===== config.mk =====
export PLATFORM = sky130hd
export DESIGN_NAME = pks_host_flat
export DESIGN_NICKNAME = d
export VERILOG_FILES = /design/src/hdl/pks_pkg.sv /design/src/hdl/pks_link_if.sv /design/src/hdl/pks_host.sv /design/src/flat_wrapper.sv
export SDC_FILE = /design/constraint.sdc
export NUM_CORES = 1
export LEC_CHECK = 0
export BUFFER_PORTS_ARGS = -buffer_cell sky130_fd_sc_hd__buf_2
export CAP_MARGIN = 20
export CORE_ASPECT_RATIO = 1.25
export CORE_UTILIZATION = 56
export CTS_CLUSTER_SIZE = 8
export DETAILED_ROUTE_END_ITERATION = 12
export GPL_ROUTABILITY_DRIVEN = 0
export GPL_TIMING_DRIVEN = 0
export PLACE_DENSITY = 0.84
export SETUP_SLACK_MARGIN = 0.1
export SYNTH_ARGS = -nofsm -noshare
export SYNTH_HDL_FRONTEND = slang
export SYNTH_SLANG_ARGS = --single-unit

===== constraint.sdc =====
create_clock -name i_clk -period 2.2 [get_ports i_clk]
set_clock_uncertainty 0.1 [all_clocks]
set_input_delay 0.22 -clock i_clk [delete_from_list [all_inputs] [get_ports i_clk]]
set_output_delay 0.22 -clock i_clk [all_outputs]
set_load 0.01 [all_outputs]

===== src/hdl/pks_pkg.sv =====
package pks_pkg;
	// ==========================================================
	// Clock rate and timing figures.
	// ==========================================================
	localparam int unsigned CLK_KHZ = 250000;
	localparam int unsigned ON_PULSE_MS = 500;
	localparam int unsigned OFF_PULSE_MS = 650;
	localparam int unsigned SUPPLY_STABLE_MS = 30;
	localparam int unsigned RESET_MIN_MS = 150;
	localparam int unsigned RESET_MAX_MS = 460;
	// Cycle counts: whole milliseconds times the rate in kHz, so nothing is rounded.
	localparam int unsigned ON_PULSE_CYC = ON_PULSE_MS * CLK_KHZ;
	localparam int unsigned OFF_PULSE_CYC = OFF_PULSE_MS * CLK_KHZ;
	localparam int unsigned SUPPLY_STABLE_CYC = SUPPLY_STABLE_MS * CLK_KHZ;
	localparam int unsigned RESET_MIN_CYC = RESET_MIN_MS * CLK_KHZ;
	localparam int unsigned RESET_MAX_CYC = RESET_MAX_MS * CLK_KHZ;
	// Module-side shutdown duration, a plain default.
	localparam int unsigned SHUTDOWN_CYC = 1000;
	localparam int unsigned BOOT_CYC = 1000;
	localparam int unsigned CNT_W = 32;

	// ==========================================================
	// Sequencer states, Gray coded along the usual path.
	// ==========================================================
	typedef enum logic [1:0] {
		PKS_OFF = 2'h0,
		PKS_POWERING_ON = 2'h1,
		PKS_ON = 2'h3,
		PKS_POWERING_OFF = 2'h2
	} pks_state_t;
endpackage


===== src/hdl/pks_link_if.sv =====
// ==========================================================
// Power key, reset and status wires between host and module.
// ==========================================================
interface pks_link_if;
	logic power_key_input_o;
	logic power_key_input_oe_n;
	logic reset_input_o;
	logic reset_input_oe_n;
	logic status_o;
	logic power_key_input;
	logic reset_input;
	// Open-drain lines with pull-up: low only while the host drives low.
	assign power_key_input = (!power_key_input_oe_n) ? power_key_input_o : 1'b1;
	assign reset_input = (!reset_input_oe_n) ? reset_input_o : 1'b1;
	modport host (
		output power_key_input_o,
		output power_key_input_oe_n,
		output reset_input_o,
		output reset_input_oe_n,
		input status_o
	);
	modport module_end (
		input power_key_input,
		input reset_input,
		output status_o
	);
endinterface


===== src/hdl/pks_host.sv =====
// How it works
// - Hold key low 500ms to power on.
// - Keep key low until status goes high.
// - Wait 30ms stable supply before key.
// - Hold key 650ms to shut down.
// - Power-off command shuts down like key.
// - Keep key high after power-off command; the host presses the key if status stays high past the wait.
// - Reset pulse lasts 150ms to 460ms.
// - Reset only after both shutdowns fail; the host takes i_hard_reset once the key shutdown alone has failed.
// - Remove supply only after completed shutdown.
// - Drive key open-drain: pull low, else release.
// - Status high once module powered on.
module pks_host #(
	parameter int unsigned ON_CYC = pks_pkg::ON_PULSE_CYC,
	parameter int unsigned OFF_CYC = pks_pkg::OFF_PULSE_CYC,
	parameter int unsigned STABLE_CYC = pks_pkg::SUPPLY_STABLE_CYC,
	parameter int unsigned RST_CYC = pks_pkg::RESET_MIN_CYC,
	parameter int unsigned RST_MAX_CYC = pks_pkg::RESET_MAX_CYC,
	parameter int unsigned WAIT_CYC = pks_pkg::OFF_PULSE_CYC
) (
	input wire logic i_clk,
	input wire logic i_rst_n,
	input wire logic i_supply_ok,
	input wire logic i_turn_on,
	input wire logic i_turn_off,
	input wire logic i_soft_off_sent,
	input wire logic i_soft_off_failed,
	input wire logic i_hard_reset,
	output logic o_is_on,
	output logic o_busy,
	output logic o_supply_may_drop,
	output logic o_key_fail,
	pks_link_if.host link
);
	// Elaboration check: zero lengths, a reversed reset window or a
	// shutdown window that overflows the counter cannot be served.
	if (ON_CYC == 0 || OFF_CYC == 0 || STABLE_CYC == 0 || RST_CYC == 0 ||
		RST_CYC > RST_MAX_CYC || WAIT_CYC == 0 ||
		(64'(OFF_CYC) + 64'(WAIT_CYC)) >= (64'h1 << pks_pkg::CNT_W)) begin : g_bad_timing
		$error("pks_host: bad timing parameters");
	end

	// ==========================================================
	// Status sampling.
	// ==========================================================
	// Three stages; a change counts once the last two agree.
	logic [2:0] st_sync_q;
	logic st_q;
	logic st_d;
	always_comb begin
		st_d = st_q;
		if (st_sync_q[1] == st_sync_q[2]) begin
			st_d = st_sync_q[2];
		end
	end
	// Shift the pin in and keep the agreed level.
	always_ff @(posedge i_clk or negedge i_rst_n) begin
		if (!i_rst_n) begin
			st_sync_q <= 3'h0;
			st_q <= 1'b0;
		end else begin
			st_sync_q <= {st_sync_q[1:0], link.status_o};
			st_q <= st_d;
		end
	end

	// ==========================================================
	// Sequencer.
	// ==========================================================
	pks_pkg::pks_state_t state_q, state_d;
	logic [pks_pkg::CNT_W-1:0] cnt_q, cnt_d;
	logic [pks_pkg::CNT_W-1:0] stab_q, stab_d;
	logic key_low_q, key_low_d;
	logic rst_low_q, rst_low_d;
	logic off_done_q, off_done_d;
	logic key_fail_q, key_fail_d;
	logic soft_q, soft_d;
	logic stable;
	assign stable = (stab_q >= pks_pkg::CNT_W'(STABLE_CYC));

	// Next state, counters and pin requests.
	always_comb begin
		state_d = state_q;
		cnt_d = cnt_q;
		key_low_d = 1'b0;
		rst_low_d = 1'b0;
		off_done_d = off_done_q;
		key_fail_d = key_fail_q;
		soft_d = soft_q;
		// Supply must stay good without a break for the whole wait.
		stab_d = i_supply_ok ? ((stable) ? stab_q : stab_q + 1'b1) : '0;
		case (state_q)
			pks_pkg::PKS_OFF: begin
				cnt_d = '0;
				if (rst_low_q && cnt_q < pks_pkg::CNT_W'(RST_CYC)) begin
					// Finish a reset pulse already under way.
					rst_low_d = 1'b1;
					cnt_d = cnt_q + 1'b1;
				end else if (i_turn_on && stable && !st_q) begin
					state_d = pks_pkg::PKS_POWERING_ON;
					off_done_d = 1'b0;
					key_fail_d = 1'b0;
				end else if (st_q) begin
					// A module found running with no press of ours is adopted as on.
					state_d = pks_pkg::PKS_ON;
				end
			end
			pks_pkg::PKS_POWERING_ON: begin
				key_low_d = 1'b1;
				if (cnt_q < pks_pkg::CNT_W'(ON_CYC)) begin
					cnt_d = cnt_q + 1'b1;
				end
				// Release after the minimum and the status answer, or at once if the supply drops.
				if (cnt_q >= pks_pkg::CNT_W'(ON_CYC) && st_q) begin
					key_low_d = 1'b0;
					state_d = pks_pkg::PKS_ON;
					cnt_d = '0;
				end
				if (!i_supply_ok) begin
					key_low_d = 1'b0;
					state_d = pks_pkg::PKS_OFF;
				end
			end
			pks_pkg::PKS_ON: begin
				cnt_d = '0;
				soft_d = 1'b0;
				if (i_soft_off_sent) begin
					// Key stays released; only status is watched.
					soft_d = 1'b1;
					state_d = pks_pkg::PKS_POWERING_OFF;
				end else if (i_turn_off) begin
					state_d = pks_pkg::PKS_POWERING_OFF;
				end
			end
			pks_pkg::PKS_POWERING_OFF: begin
				// Press for the off time, then give the module a window to finish.
				cnt_d = cnt_q + 1'b1;
				key_low_d = !soft_q && cnt_q < pks_pkg::CNT_W'(OFF_CYC);
				if (!st_q && !key_low_d) begin
					state_d = pks_pkg::PKS_OFF;
					off_done_d = 1'b1;
					cnt_d = '0;
				end else if (cnt_q >= pks_pkg::CNT_W'(OFF_CYC + WAIT_CYC)) begin
					if (soft_q || !i_soft_off_failed) begin
						// Soft path failed: fall back to the key; a failed key press returns to on with key_fail set.
						soft_d = 1'b0;
						cnt_d = '0;
						if (!soft_q) begin
							key_fail_d = 1'b1;
							state_d = pks_pkg::PKS_ON;
						end
					end else begin
						// Both shutdowns failed: pulse reset as last resort.
						state_d = pks_pkg::PKS_OFF;
						rst_low_d = 1'b1;
						key_fail_d = 1'b1;
						cnt_d = '0;
					end
				end
			end
			default: begin
				state_d = pks_pkg::PKS_OFF;
			end
		endcase
		if (i_hard_reset && state_q == pks_pkg::PKS_ON && key_fail_q) begin
			state_d = pks_pkg::PKS_OFF;
			rst_low_d = 1'b1;
			key_low_d = 1'b0;
			cnt_d = '0;
		end
	end

	// Registers only; every bit resets to its idle value.
	always_ff @(posedge i_clk or negedge i_rst_n) begin
		if (!i_rst_n) begin
			state_q <= pks_pkg::PKS_OFF;
			cnt_q <= '0;
			stab_q <= '0;
			key_low_q <= 1'b0;
			rst_low_q <= 1'b0;
			off_done_q <= 1'b0;
			key_fail_q <= 1'b0;
			soft_q <= 1'b0;
		end else begin
			state_q <= state_d;
			cnt_q <= cnt_d;
			stab_q <= stab_d;
			key_low_q <= key_low_d;
			rst_low_q <= rst_low_d;
			off_done_q <= off_done_d;
			key_fail_q <= key_fail_d;
			soft_q <= soft_d;
		end
	end

	// Open-drain drive: data held low, enable asserted (low) only to pull.
	assign link.power_key_input_o = 1'b0;
	assign link.power_key_input_oe_n = !key_low_q;
	assign link.reset_input_o = 1'b0;
	assign link.reset_input_oe_n = !rst_low_q;
	// Status outputs decode the registered state and flags directly.
	assign o_is_on = (state_q == pks_pkg::PKS_ON);
	assign o_busy = (state_q == pks_pkg::PKS_POWERING_ON) ||
		(state_q == pks_pkg::PKS_POWERING_OFF) || rst_low_q;
	assign o_supply_may_drop = off_done_q && state_q == pks_pkg::PKS_OFF;
	assign o_key_fail = key_fail_q;
endmodule


===== src/flat_wrapper.sv =====
// flat-port wrapper written by rule: the top's interface ports become plain ports
module pks_host_flat 
#(
	parameter int unsigned ON_CYC = pks_pkg::ON_PULSE_CYC,
	parameter int unsigned OFF_CYC = pks_pkg::OFF_PULSE_CYC,
	parameter int unsigned STABLE_CYC = pks_pkg::SUPPLY_STABLE_CYC,
	parameter int unsigned RST_CYC = pks_pkg::RESET_MIN_CYC,
	parameter int unsigned RST_MAX_CYC = pks_pkg::RESET_MAX_CYC,
	parameter int unsigned WAIT_CYC = pks_pkg::OFF_PULSE_CYC
)
  (i_clk, i_rst_n, i_supply_ok, i_turn_on, i_turn_off, i_soft_off_sent, i_soft_off_failed, i_hard_reset, o_is_on, o_busy, o_supply_may_drop, o_key_fail, link_power_key_input_o, link_power_key_input_oe_n, link_reset_input_o, link_reset_input_oe_n, link_status_o);
  pks_link_if link_i ();
  input wire logic i_clk;
  input wire logic i_rst_n;
  input wire logic i_supply_ok;
  input wire logic i_turn_on;
  input wire logic i_turn_off;
  input wire logic i_soft_off_sent;
  input wire logic i_soft_off_failed;
  input wire logic i_hard_reset;
  output logic o_is_on;
  output logic o_busy;
  output logic o_supply_may_drop;
  output logic o_key_fail;
  output wire logic [$bits(link_i.power_key_input_o)-1:0] link_power_key_input_o;
  output wire logic [$bits(link_i.power_key_input_oe_n)-1:0] link_power_key_input_oe_n;
  output wire logic [$bits(link_i.reset_input_o)-1:0] link_reset_input_o;
  output wire logic [$bits(link_i.reset_input_oe_n)-1:0] link_reset_input_oe_n;
  input wire logic [$bits(link_i.status_o)-1:0] link_status_o;
  assign link_power_key_input_o = link_i.power_key_input_o;
  assign link_power_key_input_oe_n = link_i.power_key_input_oe_n;
  assign link_reset_input_o = link_i.reset_input_o;
  assign link_reset_input_oe_n = link_i.reset_input_oe_n;
  assign link_i.status_o = link_status_o;
  pks_host #(.ON_CYC(ON_CYC), .OFF_CYC(OFF_CYC), .STABLE_CYC(STABLE_CYC), .RST_CYC(RST_CYC), .RST_MAX_CYC(RST_MAX_CYC), .WAIT_CYC(WAIT_CYC)) u_core (.i_clk(i_clk), .i_rst_n(i_rst_n), .i_supply_ok(i_supply_ok), .i_turn_on(i_turn_on), .i_turn_off(i_turn_off), .i_soft_off_sent(i_soft_off_sent), .i_soft_off_failed(i_soft_off_failed), .i_hard_reset(i_hard_reset), .o_is_on(o_is_on), .o_busy(o_busy), .o_supply_may_drop(o_supply_may_drop), .o_key_fail(o_key_fail), .link(link_i));
endmodule

; ---- Word level (Yosys, flattened, before mapping)
; Index checks and enable logic that the tools add are counted.
[op_classes]
add_sub_neg = 2
n_lt_le_gt_ge = 6
eq_ne = 19
n_mux = 46
n_reduce_logical = 25
[op_table]
columns = op, count
row1 = 2-to-1 mux 32 bit, 8
row2 = case mux 32 bit (4 select lines), 1
row3 = adder 32 x 1 -> 32 bit (second input constant), 2
row4 = greater-or-equal comparator 32 x 23 -> 1 bit (second input constant), 1
row5 = greater-or-equal comparator 32 x 27 -> 1 bit (second input constant), 1
row6 = greater-or-equal comparator 32 x 29 -> 1 bit (second input constant), 1
row7 = less-than comparator 32 x 26 -> 1 bit (second input constant), 1
row8 = less-than comparator 32 x 27 -> 1 bit (second input constant), 1
row9 = less-than comparator 32 x 28 -> 1 bit (second input constant), 1
row10 = 2-to-1 mux 2 bit, 12
row11 = 2-to-1 mux 1 bit, 19
row12 = != test 4 x 1 -> 1 bit (second input constant), 3
row13 = AND reduction 6 bit, 2
row14 = case mux 1 bit (2 select lines), 5
row15 = logical AND 1 bit, 9
row16 = != test 2 x 1 -> 1 bit (second input constant), 4
row17 = case mux 2 bit (4 select lines), 1
row18 = AND reduction 4 bit, 2
row19 = zero test 1 bit, 6
row20 = != test 2 bit (second input constant), 3
row21 = != test 3 bit (second input constant), 2
row22 = != test 5 bit (second input constant), 1
row23 = equality test 2 bit (second input constant), 2
row24 = != test 4 x 2 -> 1 bit (second input constant), 1
row25 = 6 further kinds, 9
[word_totals]
ff_bits = 75

; ---- Depth between registers and ports, before layout
; Gate-level depths: netlist of the first run.
[depth]
ltp_word = 7
ltp_mapped = 10
mapped_depth_nobuf = 9

; ---- Worst setup path before layout of the first run
; No wires, ideal clock.
[synth_path]
path_type = flip-flop to flip-flop
start = register u_core.cnt_q[21] (netlist bit)
end = register u_core.cnt_q[27] (netlist bit)
setup_time_ps = 128
arrival_ps = 2146
required_ps = 1972
setup_slack_ps = -174
stages_incl_launch_ff = 10
path_buffers = 2
synth_period_minus_slack_ps = 2374
path_cell_list = dfrtp_1 > buf_4 > inv_2 > or4_1 > a2111o_1 > a21oi_4 > o211ai_4 > buf_6 > a31oi_1 > o22ai_1
[synth_via]
elab_chain_cells = 7
elab_cells_between_ends = 19
[synth_lines]
columns = element, line_no
row1 = start: declaration, pks_host.sv:71  ; logic [pks_pkg::CNT_W-1:0] cnt_q, cnt_d;
row2 = start signal: assignment, pks_host.sv:186  ; cnt_q <= cnt_d;
row3 = less-than comparator 32 x 28 -> 1 bit, pks_host.sv:138  ; key_low_d = !soft_q && cnt_q < pks_pkg::CNT_W'(OFF_CYC);
row4 = logical AND 1 bit, pks_host.sv:138
row5 = zero test 1 bit, pks_host.sv:139  ; if (!st_q && !key_low_d) begin
row6 = logical AND 1 bit, pks_host.sv:139
row7 = 2-to-1 mux 32 bit, pks_host.sv:139
row8 = case mux 32 bit (4 select lines), pks_host.sv:92  ; case (state_q)
row9 = 2-to-1 mux 32 bit, pks_host.sv:165  ; if (i_hard_reset && state_q == pks_pkg::PKS_ON && key_fail_q) begin
; Several ways; a longest one is shown, not always the timed one. The select of a mux whose other input is x is not followed.
; A chain may end at the register's enable or synchronous reset.

; ---- Worst setup path after layout of the first run
; Same ends and word-level chain as after synthesis.

==> results of run 1 <==
-- final timing paths --
check	from	endpoint	slack (ns)	depth (start not counted)
min	i_supply_ok	u_core.stab_q[19]	0.09	3
max	u_core.cnt_q[21]	u_core.cnt_q[27]	-0.38	10
max in group asynchronous	i_rst_n	u_core.stab_q[16]	1.29	3
max reg2reg	u_core.cnt_q[21]	u_core.cnt_q[27]	-0.38	10
min reg2reg	u_core.st_sync_q[1]	u_core.st_sync_q[2]	0.29	0
min in group asynchronous	i_rst_n	u_core.cnt_q[10]	0.14	2
-- cell type report --
| class | instances | area (um2) |
|---|---|---|
| buffer | 33 | 254 |
| multi-input combinational | 378 | 2870 |
| fill | 447 | 1780 |
| timing repair buffer | 62 | 528 |
| tap | 95 | 119 |
| sequential | 75 | 1890 |
| inverter | 40 | 153 |
| clock buffer | 10 | 138 |
| clock inverter | 6 | 71.3 |
-- flip-flops by register name (all words and copies together), names as in the netlist --
signal / count
u_core.o_key_fail: 1
u_core.soft_q: 1
u_core.st_sync_q: 3
u_core.off_done_q: 1
u_core.st_q: 1
u_core.cnt_q: 32
u_core.stab_q: 32
u_core.state_q: 2
u_core.rst_low_q: 1
u_core.key_low_q: 1
-- where the power goes --
part / total (mW) / internal, mW / switching [mW]
Sequential: 1.53 / 1.45 / 0.0836
Combinational: 2.35 / 1.11 / 1.24
Clock: 1.17 / 0.568 / 0.605
Total: 5.06 / 3.13 / 1.93
-- Yosys cell counts (all sizes together) (2+ instances only) --
master	count	area [um2]
dfrtp	75	1880
nand2	48	183
nand3	46	230
inv	40	150
o21ai	28	140
and2	27	169
nor2	25	93.8
a31oi	21	131
nand4	21	131
buf	19	115
nor3	17	90.1
clkbuf	14	53.8
or3	11	68.8
ha	10	125
o211ai	10	88.8
o22ai	10	62.6
nor4	9	62.6
a21boi	8	60.1
a21oi	8	51.3
and3	8	50.1
xnor2	8	70.1
nand4b	6	52.6
mux2i	5	50.1
o311ai	5	43.8
or2	5	31.3
xor2	5	43.8
a2111oi	4	35.0
o2111ai	4	35.0
or4	4	33.8
and4	3	26.3
nor2b	3	18.8
a21o	2	15.0
a22o	2	17.5
nand2b	2	12.5
o21a	2	16.3
-- kinds of logic (layout without fill, tap and decap cells) --
logic type / Yosys count / in the layout
fa+ha+maj: 11 / 11
flops: 75 / 75
buf+inv: 73 / 151
simple gates: 236 / 236
xor+xnor: 13 / 13
compound gates: 111 / 111
other cells: 1 / 2
mux: 5 / 5
-- metal layers --
metal	track usage	part of all wire	vias to the layer above	wire length, um
li1	-	-	2043	-
met1	0.385	0.36	2258	5310
met2	0.527	0.50	305	7470
met3	0.0681	0.073	110	1080
met4	0.217	0.066	0	979
met5	0	0	-	0
-- repair_timing --
item / in CTS / in global routing
cloned: 1 / 1
resized for setup: 65 / 65
hold buffers: 2 / 0
buffers inserted: 27 / 16
pin swaps: 30 / 28
hold endpoints to repair: 76 / 0
endpoints found under the setup margin: 58 / 61
-- critical path: cells and delay by family, from the launching register on --
| family | cells | cell delay (ns) |
|---|---|---|
| simple gates | 1 | 0.51 |
| buf+inv | 4 | 0.49 |
| compound gates | 5 | 0.99 |
| flops | 1 | 0.38 |
-- per-stage QoR --
step | hold WS [ns] | std cells | instance area, um2 | utilization | TNS, ns
detailed placement | -0.00221 | 636 | 4850 | 0.622 | -16.85
global placement | 0.231 | 635 | 4820 | 0.618 | -14.97
CTS | 0.0763 | 682 | 5550 | 0.712 | -9.02
finish | 0.0892 | 699 | 6020 | 0.772 | -11.59
floorplan | -0.176 | 526 | 4630 | - | -1.32
global route | 0.0969 | 699 | 6020 | 0.772 | -15.66
==> results.yml, run 1 <==
critical_path:
  path_max_fanout: 10
  crit_top_cell: "buf_12"
  critPathMaxStageDelay_ns: 0.51
  end_kind: "register"
  crit_chain: "buf_6 > inv_4 > or4_4 > a2111o_1 > a21oi_4 > o211ai_4 > buf_12 > buf_12 > a31oi_2 > o22ai_1"
  cp.required_ns: 2.35
  arrival_ns: 2.73
  slowest_stage: "or4_4"
  critPathKind: "reg2reg"
  cp-start-kind: "register"
yosys:
  synth_compound_area_frac: 0.169
  ys_warn_count: 0
  synth-edff-count: 0
  synth-seq-cells: 75
  syn_avg_cell_area_um2: 8.62
  yosysUniqueCellTypes: 58
  yosys.area_share.simple: 0.279
  synth_area_mm2: 0.00453
  ys_seq_area_frac: 0.415
  synth-async-reset-ratio: 1.00
  synth_mux_area_frac: 0.0111
  synth_fa_ha_area_frac: 0.0299
  synthFlopType: "dfrtp_1"
  syn_inst: 525
  synth_top_family_by_area: "simple AND/OR/NAND/NOR gates"
  synth-xor-area-share: 0.0252
cts:
  cts_buffers: 9
  cts.sinks: 75
  clock_latency_ns: 0.38
  clock-root-buffer: "clkbuf_8"
  htree_levels: 3
  cts_tree: "done"
  clkTransAtPathRegs_ns: 0.08
  clockBufferDepth: 2
global_route:
  antenna_found_initial: 0
  grt_pass1_wl_um: 20600
  grt_overflow: 0
  grt_max_degree: 62
  grt_pass1_vias: 4317
  grtUsageTotal: 0.325
flow_run:
  cap_violations: 0
place:
  dp_slack_ns: -0.553
  hpwl_um: 7680
  port_buffers: 14
timing:
  setup_viol: 52
  hold_viol: 0
  fin_crit_sh: 1.17
  slew-limit-headroom: 0.457
  worst_pin_slew_ns: 0.815
  final_max_slew_viol_count: 0
  rsz0062_at_grt: "true"
  setup_ws_ns: -0.381
  finalCriticalPeriod_ns: 2.58
  fmax_mhz: 387
floorplan:
  coreArea_mm2: 0.00779
  fp-row-count: 36
  io_pins: 17
  die_height_um: 103
  die-area_mm2: 0.00845
  fp.dieW_um: 82.4
  initial_utilization: 0.581
routing:
  drt_drc_violations_left: 0
  wl_per_cell_um: 21.2
  routed_wl_um: 14800
  drtIter0Drc: 487
  vias: 4716
  ant_nets: 0
  viasPerCell: 6.75
  first_pass_iters: 5
power_and_ir_drop:
  total_power_mw: 5.06
  p_leak_nw: 2.55
  power-per-cell-area_mw_per_mm2: 841
  peakVddDrop_mv: 0.732
final_layout:
  syn_to_final_growth_pct: 32.9
  final_nets: 618
  antenna_cells: 0
  mostFrequentLayoutCells: "dfrtp_1 (68), buf_4 (41), nand2_1 (41)"
  layout_commonest_cell: "dfrtp_1"
  layout-drive-gt1-share: 0.313
outcome:
  violations: "negative setup slack"
  status: "complete, but fails checks"
min_path:
  hp-class: "in2reg"
Power figures use the tool's default switching activity.
==> inputs of run 2 (changes only) <==
--- a/config.mk
+++ b/config.mk
@@ -7,13 +7,13 @@
 export LEC_CHECK = 0
 export BUFFER_PORTS_ARGS = -buffer_cell sky130_fd_sc_hd__buf_2
 export CAP_MARGIN = 20
-export CORE_ASPECT_RATIO = 1.25
+export CORE_ASPECT_RATIO = 0.75
 export CORE_UTILIZATION = 56
 export CTS_CLUSTER_SIZE = 8
 export DETAILED_ROUTE_END_ITERATION = 12
 export GPL_ROUTABILITY_DRIVEN = 0
 export GPL_TIMING_DRIVEN = 0
-export PLACE_DENSITY = 0.84
+export PLACE_DENSITY = 0.73
 export SETUP_SLACK_MARGIN = 0.1
 export SYNTH_ARGS = -nofsm -noshare
 export SYNTH_HDL_FRONTEND = slang
==> run 2 against run 1 <==
  * Clock-buffer cell count grew 2
  * Global-route usage grew 0.75 points
  * Worst hold slack gained 0.00071 ns
  * Highest routed layer unchanged
  * The flow still finishes with violations (negative setup slack)
  * Critical endpoint is now u_core.cnt_q[29]
  * Clock power shrank 14%
  * Largest power group unchanged
  * Utilization grew 6.2 points
  * Flip-flop and latch count is the same
  * Total power grew 10%
  * Critical path type unchanged
  * Critical path depth shrank 2
  * Die area is essentially flat
  * Combinational power grew 29%
  * Via count grew 2.2%
==> results.yml, run 2 (synthesis results as in run 1) <==
cts:
  cts.sinks: 75
  clockBufferDepth: 2
  htree_levels: 3
  clock_latency_ns: 0.38
  clock-root-buffer: "clkbuf_8"
  cts_tree: "done"
  cts_buffers: 9
  clkTransAtPathRegs_ns: 0.08
critical_path:
  r2r_setup_slack_ns: -0.59
  arrival_ns: 2.96
  end_kind: "register"
  critPathMaxStageDelay_ns: 0.55
  crit_chain: "and4_1 > nand4_1 > nor4_4 > buf_4 > nand3_1 > nor3_1 > nand3_2 > o211ai_1"
  path_max_fanout: 6
  slowest_stage: "dfrtp_1"
  cp.required_ns: 2.37
  cp-start-kind: "register"
  critPathKind: "reg2reg"
timing:
  fmax_mhz: 359
  setup_viol: 40
  tns_ns: -17.30
  slew-limit-headroom: 0.644
  final_max_slew_viol_count: 0
  finalCriticalPeriod_ns: 2.79
  rsz0062_at_grt: "true"
  fin_crit_sh: 1.27
  worst_pin_slew_ns: 0.534
  hold_viol: 0
  setup_ws_ns: -0.587
place:
  port_buffers: 14
  hpwl_um: 7920
  dp_slack_ns: -0.707
routing:
  viasPerCell: 6.79
  drtIter0Drc: 575
  first_pass_iters: 5
  vias: 4818
  drt_drc_violations_left: 0
  ant_nets: 0
  wl_per_cell_um: 22.2
  routed_wl_um: 15800
global_route:
  grt_max_degree: 39
  grt_overflow: 0
  antenna_found_initial: 0
  grt_pass1_vias: 4151
  grt_pass1_wl_um: 21200
  grtUsageTotal: 0.333
floorplan:
  die-area_mm2: 0.00845
  fp-row-count: 27
  fp.dieW_um: 106
  io_pins: 17
  die_height_um: 79.9
  initial_utilization: 0.598
  coreArea_mm2: 0.00757
flow_run:
  cap_violations: 0
power_and_ir_drop:
  p_leak_nw: 2.63
  total_power_mw: 5.57
  power-per-cell-area_mw_per_mm2: 883
  peakVddDrop_mv: 0.794
final_layout:
  fillers: 426
  antenna_cells: 0
  reg_top3: "u_core.cnt_q x32, u_core.stab_q x32, u_core.st_sync_q x3"
  syn_to_final_growth_pct: 39.5
  mostFrequentLayoutCells: "dfrtp_1 (67), buf_4 (42), nand2_1 (42)"
  layout-drive-gt1-share: 0.342
  layout_commonest_cell: "dfrtp_1"
  final_nets: 623
outcome:
  status: "complete, but fails checks"
  violations: "negative setup slack"
min_path:
  hp-class: "in2reg"
==> run 2: changes by cell type in the layout (fill, tap and decap cells not counted), sizes merged <==
| cell | change |
|---|---|
| inv | -3 |
| clkbuf | +4 |
| bufinv | -1 |
| buf | +3 |
| clkinv | +2 |
==> run 2: final cells by class <==
class / instances / area (um2) / share of cell area
Inverter: 40 / 153 / 0.0242
Buffer: 33 / 284 / 0.0450
Clock buffer: 12 / 155 / 0.0246
Multi-Input combinational cell: 378 / 3060 / 0.485
Clock inverter: 4 / 25.0 / 0.00397
Timing Repair Buffer: 67 / 619 / 0.0981
Tap cell: 101 / 126 / 0.0200
Sequential cell: 75 / 1890 / 0.299
==> run 2: per-stage QoR <==
stage	area [um2]	cells	hold WS (ns)	util
4_1_cts	5750	696	0.0851	0.760
3_5_place_dp	4850	642	0.127	0.640
6_report	6310	710	0.0899	0.834
5_1_grt	6310	710	0.0975	0.834
2_1_floorplan	4630	526	-0.176	-
3_3_place_gp	4820	641	0.231	0.637
==> run 2: path summary, 6_finish.rpt <==
path / to / start / cells after the start
worst max register to register: u_core.cnt_q[29] / u_core.cnt_q[9] / 8
worst min register to register: u_core.st_sync_q[1] / u_core.st_sync_q[0] / 0
worst max-delay path: u_core.cnt_q[29] / u_core.cnt_q[9] / 8
min in group asynchronous: u_core.stab_q[16] / i_rst_n / 2
max in group asynchronous: u_core.cnt_q[0] / i_rst_n / 3
worst min-delay path: u_core.soft_q / i_soft_off_sent / 3
==> run 2: report_power, final <==
group | leakage, nW | internal [mW] | switching [mW]
Clock | 0.0884 | 0.468 | 0.546
Combinational | 1.53 | 1.50 | 1.52
Sequential | 1.01 | 1.45 | 0.0874
Total | 2.63 | 3.42 | 2.15
==> run 2: what timing repair did <==
action / 4_1_cts / 5_1_grt
resized for setup: 102 / 67
gates cloned: 0 / 4
setup endpoints to repair: 60 / 61
setup buffers: 36 / 11
pin swaps: 35 / 30
hold buffers: 2 / 0
hold endpoints to repair: 38 / 0
==> run 2: routing by layer <==
| layer | part of all wire | vias to the layer above | wire length, um | track usage |
|---|---|---|---|---|
| met4 | 0.036 | 0 | 568 | 0.0944 |
| met5 | 0 | - | 0 | 0 |
| met2 | 0.44 | 338 | 6900 | 0.503 |
| met3 | 0.11 | 77 | 1690 | 0.0922 |
| met1 | 0.42 | 2348 | 6600 | 0.468 |
| li1 | - | 2055 | - | - |
==> run 2: critical path: cells and delay by family (launching register included) <==
| kind | cells | cell delay (ns) |
|---|---|---|
| AO/OA/AOI/OAI | 1 | 0.12 |
| flip-flops | 1 | 0.55 |
| buffers and inverters | 1 | 0.22 |
| AND/OR/NAND/NOR | 6 | 1.68 |
==> inputs of run 3 (changes only) <==
--- a/config.mk
+++ b/config.mk
@@ -15,6 +15,7 @@
 export GPL_TIMING_DRIVEN = 0
 export PLACE_DENSITY = 0.73
 export SETUP_SLACK_MARGIN = 0.1
+export SKIP_CTS_REPAIR_TIMING = 1
 export SYNTH_ARGS = -nofsm -noshare
 export SYNTH_HDL_FRONTEND = slang
 export SYNTH_SLANG_ARGS = --single-unit
==> run 3 against run 2 <==
  * The flow still finishes with violations (negative setup slack)
  * Global-route usage is 4.0 points lower
  * Wire length is 12% lower
  * Highest routed layer unchanged
  * Largest cell class unchanged
  * Flip-flop and latch count stayed put
==> results.yml, run 3 (synthesis results as in run 1) <==
global_route:
  grt_pass1_wl_um: 18800
  antenna_found_initial: 0
  grtUsageTotal: 0.293
  grt_pass1_vias: 3715
  grt_max_degree: 39
  grt_overflow: 0
floorplan:
  coreArea_mm2: 0.00757
  fp.dieW_um: 106
  io_pins: 17
  die_height_um: 79.9
  initial_utilization: 0.598
  die-area_mm2: 0.00845
  fp-row-count: 27
cts:
  cts_tree: "done"
  cts_buffers: 9
  cts.sinks: 75
  htree_levels: 3
  clockBufferDepth: 2
  clkTransAtPathRegs_ns: 0.09
  clock-root-buffer: "clkbuf_8"
  clock_latency_ns: 0.38
outcome:
  status: "complete, but fails checks"
  violations: "negative setup slack"
place:
  hpwl_um: 7920
  port_buffers: 14
critical_path:
  reg2reg_to: "u_core.cnt_q[10]"
  end_kind: "register"
  cp_num_cells: 10
  cp-start-kind: "register"
  cp.required_ns: 2.36
  critPathMaxStageDelay_ns: 0.49
  path_max_fanout: 7
  crit_chain: "buf_6 > inv_4 > or4_4 > a2111o_1 > a21oi_4 > o211ai_4 > buf_12 > clkbuf_16 > a31oi_4 > o22ai_1"
  startpoint: "u_core.cnt_q[21]"
  r2r_setup_slack_ns: -0.46
  critPathCapture: "u_core.cnt_q[10]"
  r2r_cells: 10
  path_delay_family: "compound AO/OA/AOI/OAI gates"
  slowest_stage: "or4_4"
  cp.buffers_inverters: 4
  critPathKind: "reg2reg"
  r2r_start: "u_core.cnt_q[21]"
  arrival_ns: 2.82
routing:
  ant_nets: 0
  drtIter0Drc: 518
  wl_per_cell_um: 19.8
  drt_drc_violations_left: 0
  first_pass_iters: 7
  vias: 4546
  routed_wl_um: 13900
  viasPerCell: 6.49
power_and_ir_drop:
  total_power_mw: 5.14
  peakVddDrop_mv: 0.753
  power-per-cell-area_mw_per_mm2: 841
  p_leak_nw: 2.53
min_path:
  hold_path_depth: 3
  hp-class: "in2reg"
final_layout:
  layout_commonest_cell: "dfrtp_1"
  final_nets: 613
  postLayoutCoreUtil: 0.808
  layout-drive-gt1-share: 0.317
  antenna_cells: 0
  mostFrequentLayoutCells: "dfrtp_1 (67), nand2_1 (42), inv_1 (39)"
  reg_top3: "u_core.cnt_q x32, u_core.stab_q x32, u_core.st_sync_q x3"
  fillers: 465
  syn_to_final_growth_pct: 35.1
timing:
  worst_pin_slew_ns: 0.501
  fmax_mhz: 376
  fin_crit_sh: 1.21
  hold_viol: 0
  finalCriticalPeriod_ns: 2.66
  slew-limit-headroom: 0.662
  final_max_slew_viol_count: 0
  setup_viol: 51
  setup_ws_ns: -0.459
  rsz0062_at_grt: "true"
flow_run:
  cap_violations: 0
## run 3: cell count changes in the layout (fill, tap and decap cells not counted), moves of 3 or more
cell,delta
nand3_1,-3
o311ai_1,-3
buf_4,-5
o22ai_2,-4
a31oi_1,+4
o22ai_1,+4
## run 3: report_power, final
group / internal [mW] / switching (mW) / total [mW]
Combinational: 1.28 / 1.32 / 2.59
Clock: 0.468 / 0.544 / 1.01
Sequential: 1.45 / 0.0816 / 1.53
## run 3: worst min-delay path, stage by stage
cell and delay [ns]:
buf_2 0.09, mux2i_1 0.08, o22ai_2 0.14
## run 3: metrics by stage
step | worst slack (ns) | setup TNS [ns] | area, um2 | instances | hold WS, ns
after floorplan | -0.0725 | -1.32 | 4630 | 526 | -0.176
after global placement | -0.663 | -21.51 | 4820 | 641 | 0.231
after detailed placement | -0.707 | -24.02 | 4850 | 642 | 0.127
after CTS | -0.729 | -24.85 | 5030 | 658 | -0.271
after global routing | -0.514 | -18.49 | 6110 | 700 | 0.110
final | -0.459 | -15.10 | 6110 | 700 | 0.0957
## run 3: per-layer routing
metal | vias to the layer above | wire length [um] | share of wire | GRT usage
met5 | - | 0 | 0 | 0
met4 | 0 | 245 | 0.018 | 0.0958
met3 | 35 | 1350 | 0.097 | 0.0931
met2 | 250 | 6060 | 0.44 | 0.392
met1 | 2223 | 6220 | 0.45 | 0.441
li1 | 2038 | - | - | -
## run 3: final cells by class
cell class | count | area, um2 | share of cell area
repair buffers | 58 | 528 | 0.0864
flip-flops and latches | 75 | 1890 | 0.309
inverters | 40 | 153 | 0.0250
well taps | 101 | 126 | 0.0207
plain buffers | 32 | 265 | 0.0434
clock buffers | 12 | 155 | 0.0254
multi-input cells | 378 | 2970 | 0.486
clock inverters | 4 | 25.0 | 0.00409
## run 3: worst min-delay path by stage
stage	startpoint	to
after floorplan	i_rst_n	u_core.cnt_q[0]
after global placement	link_status_o	u_core.st_sync_q[0]
after detailed placement	i_rst_n	u_core.stab_q[16]
after CTS	i_rst_n	u_core.stab_q[16]
after global routing	i_soft_off_sent	u_core.soft_q
final	i_soft_off_sent	u_core.soft_q
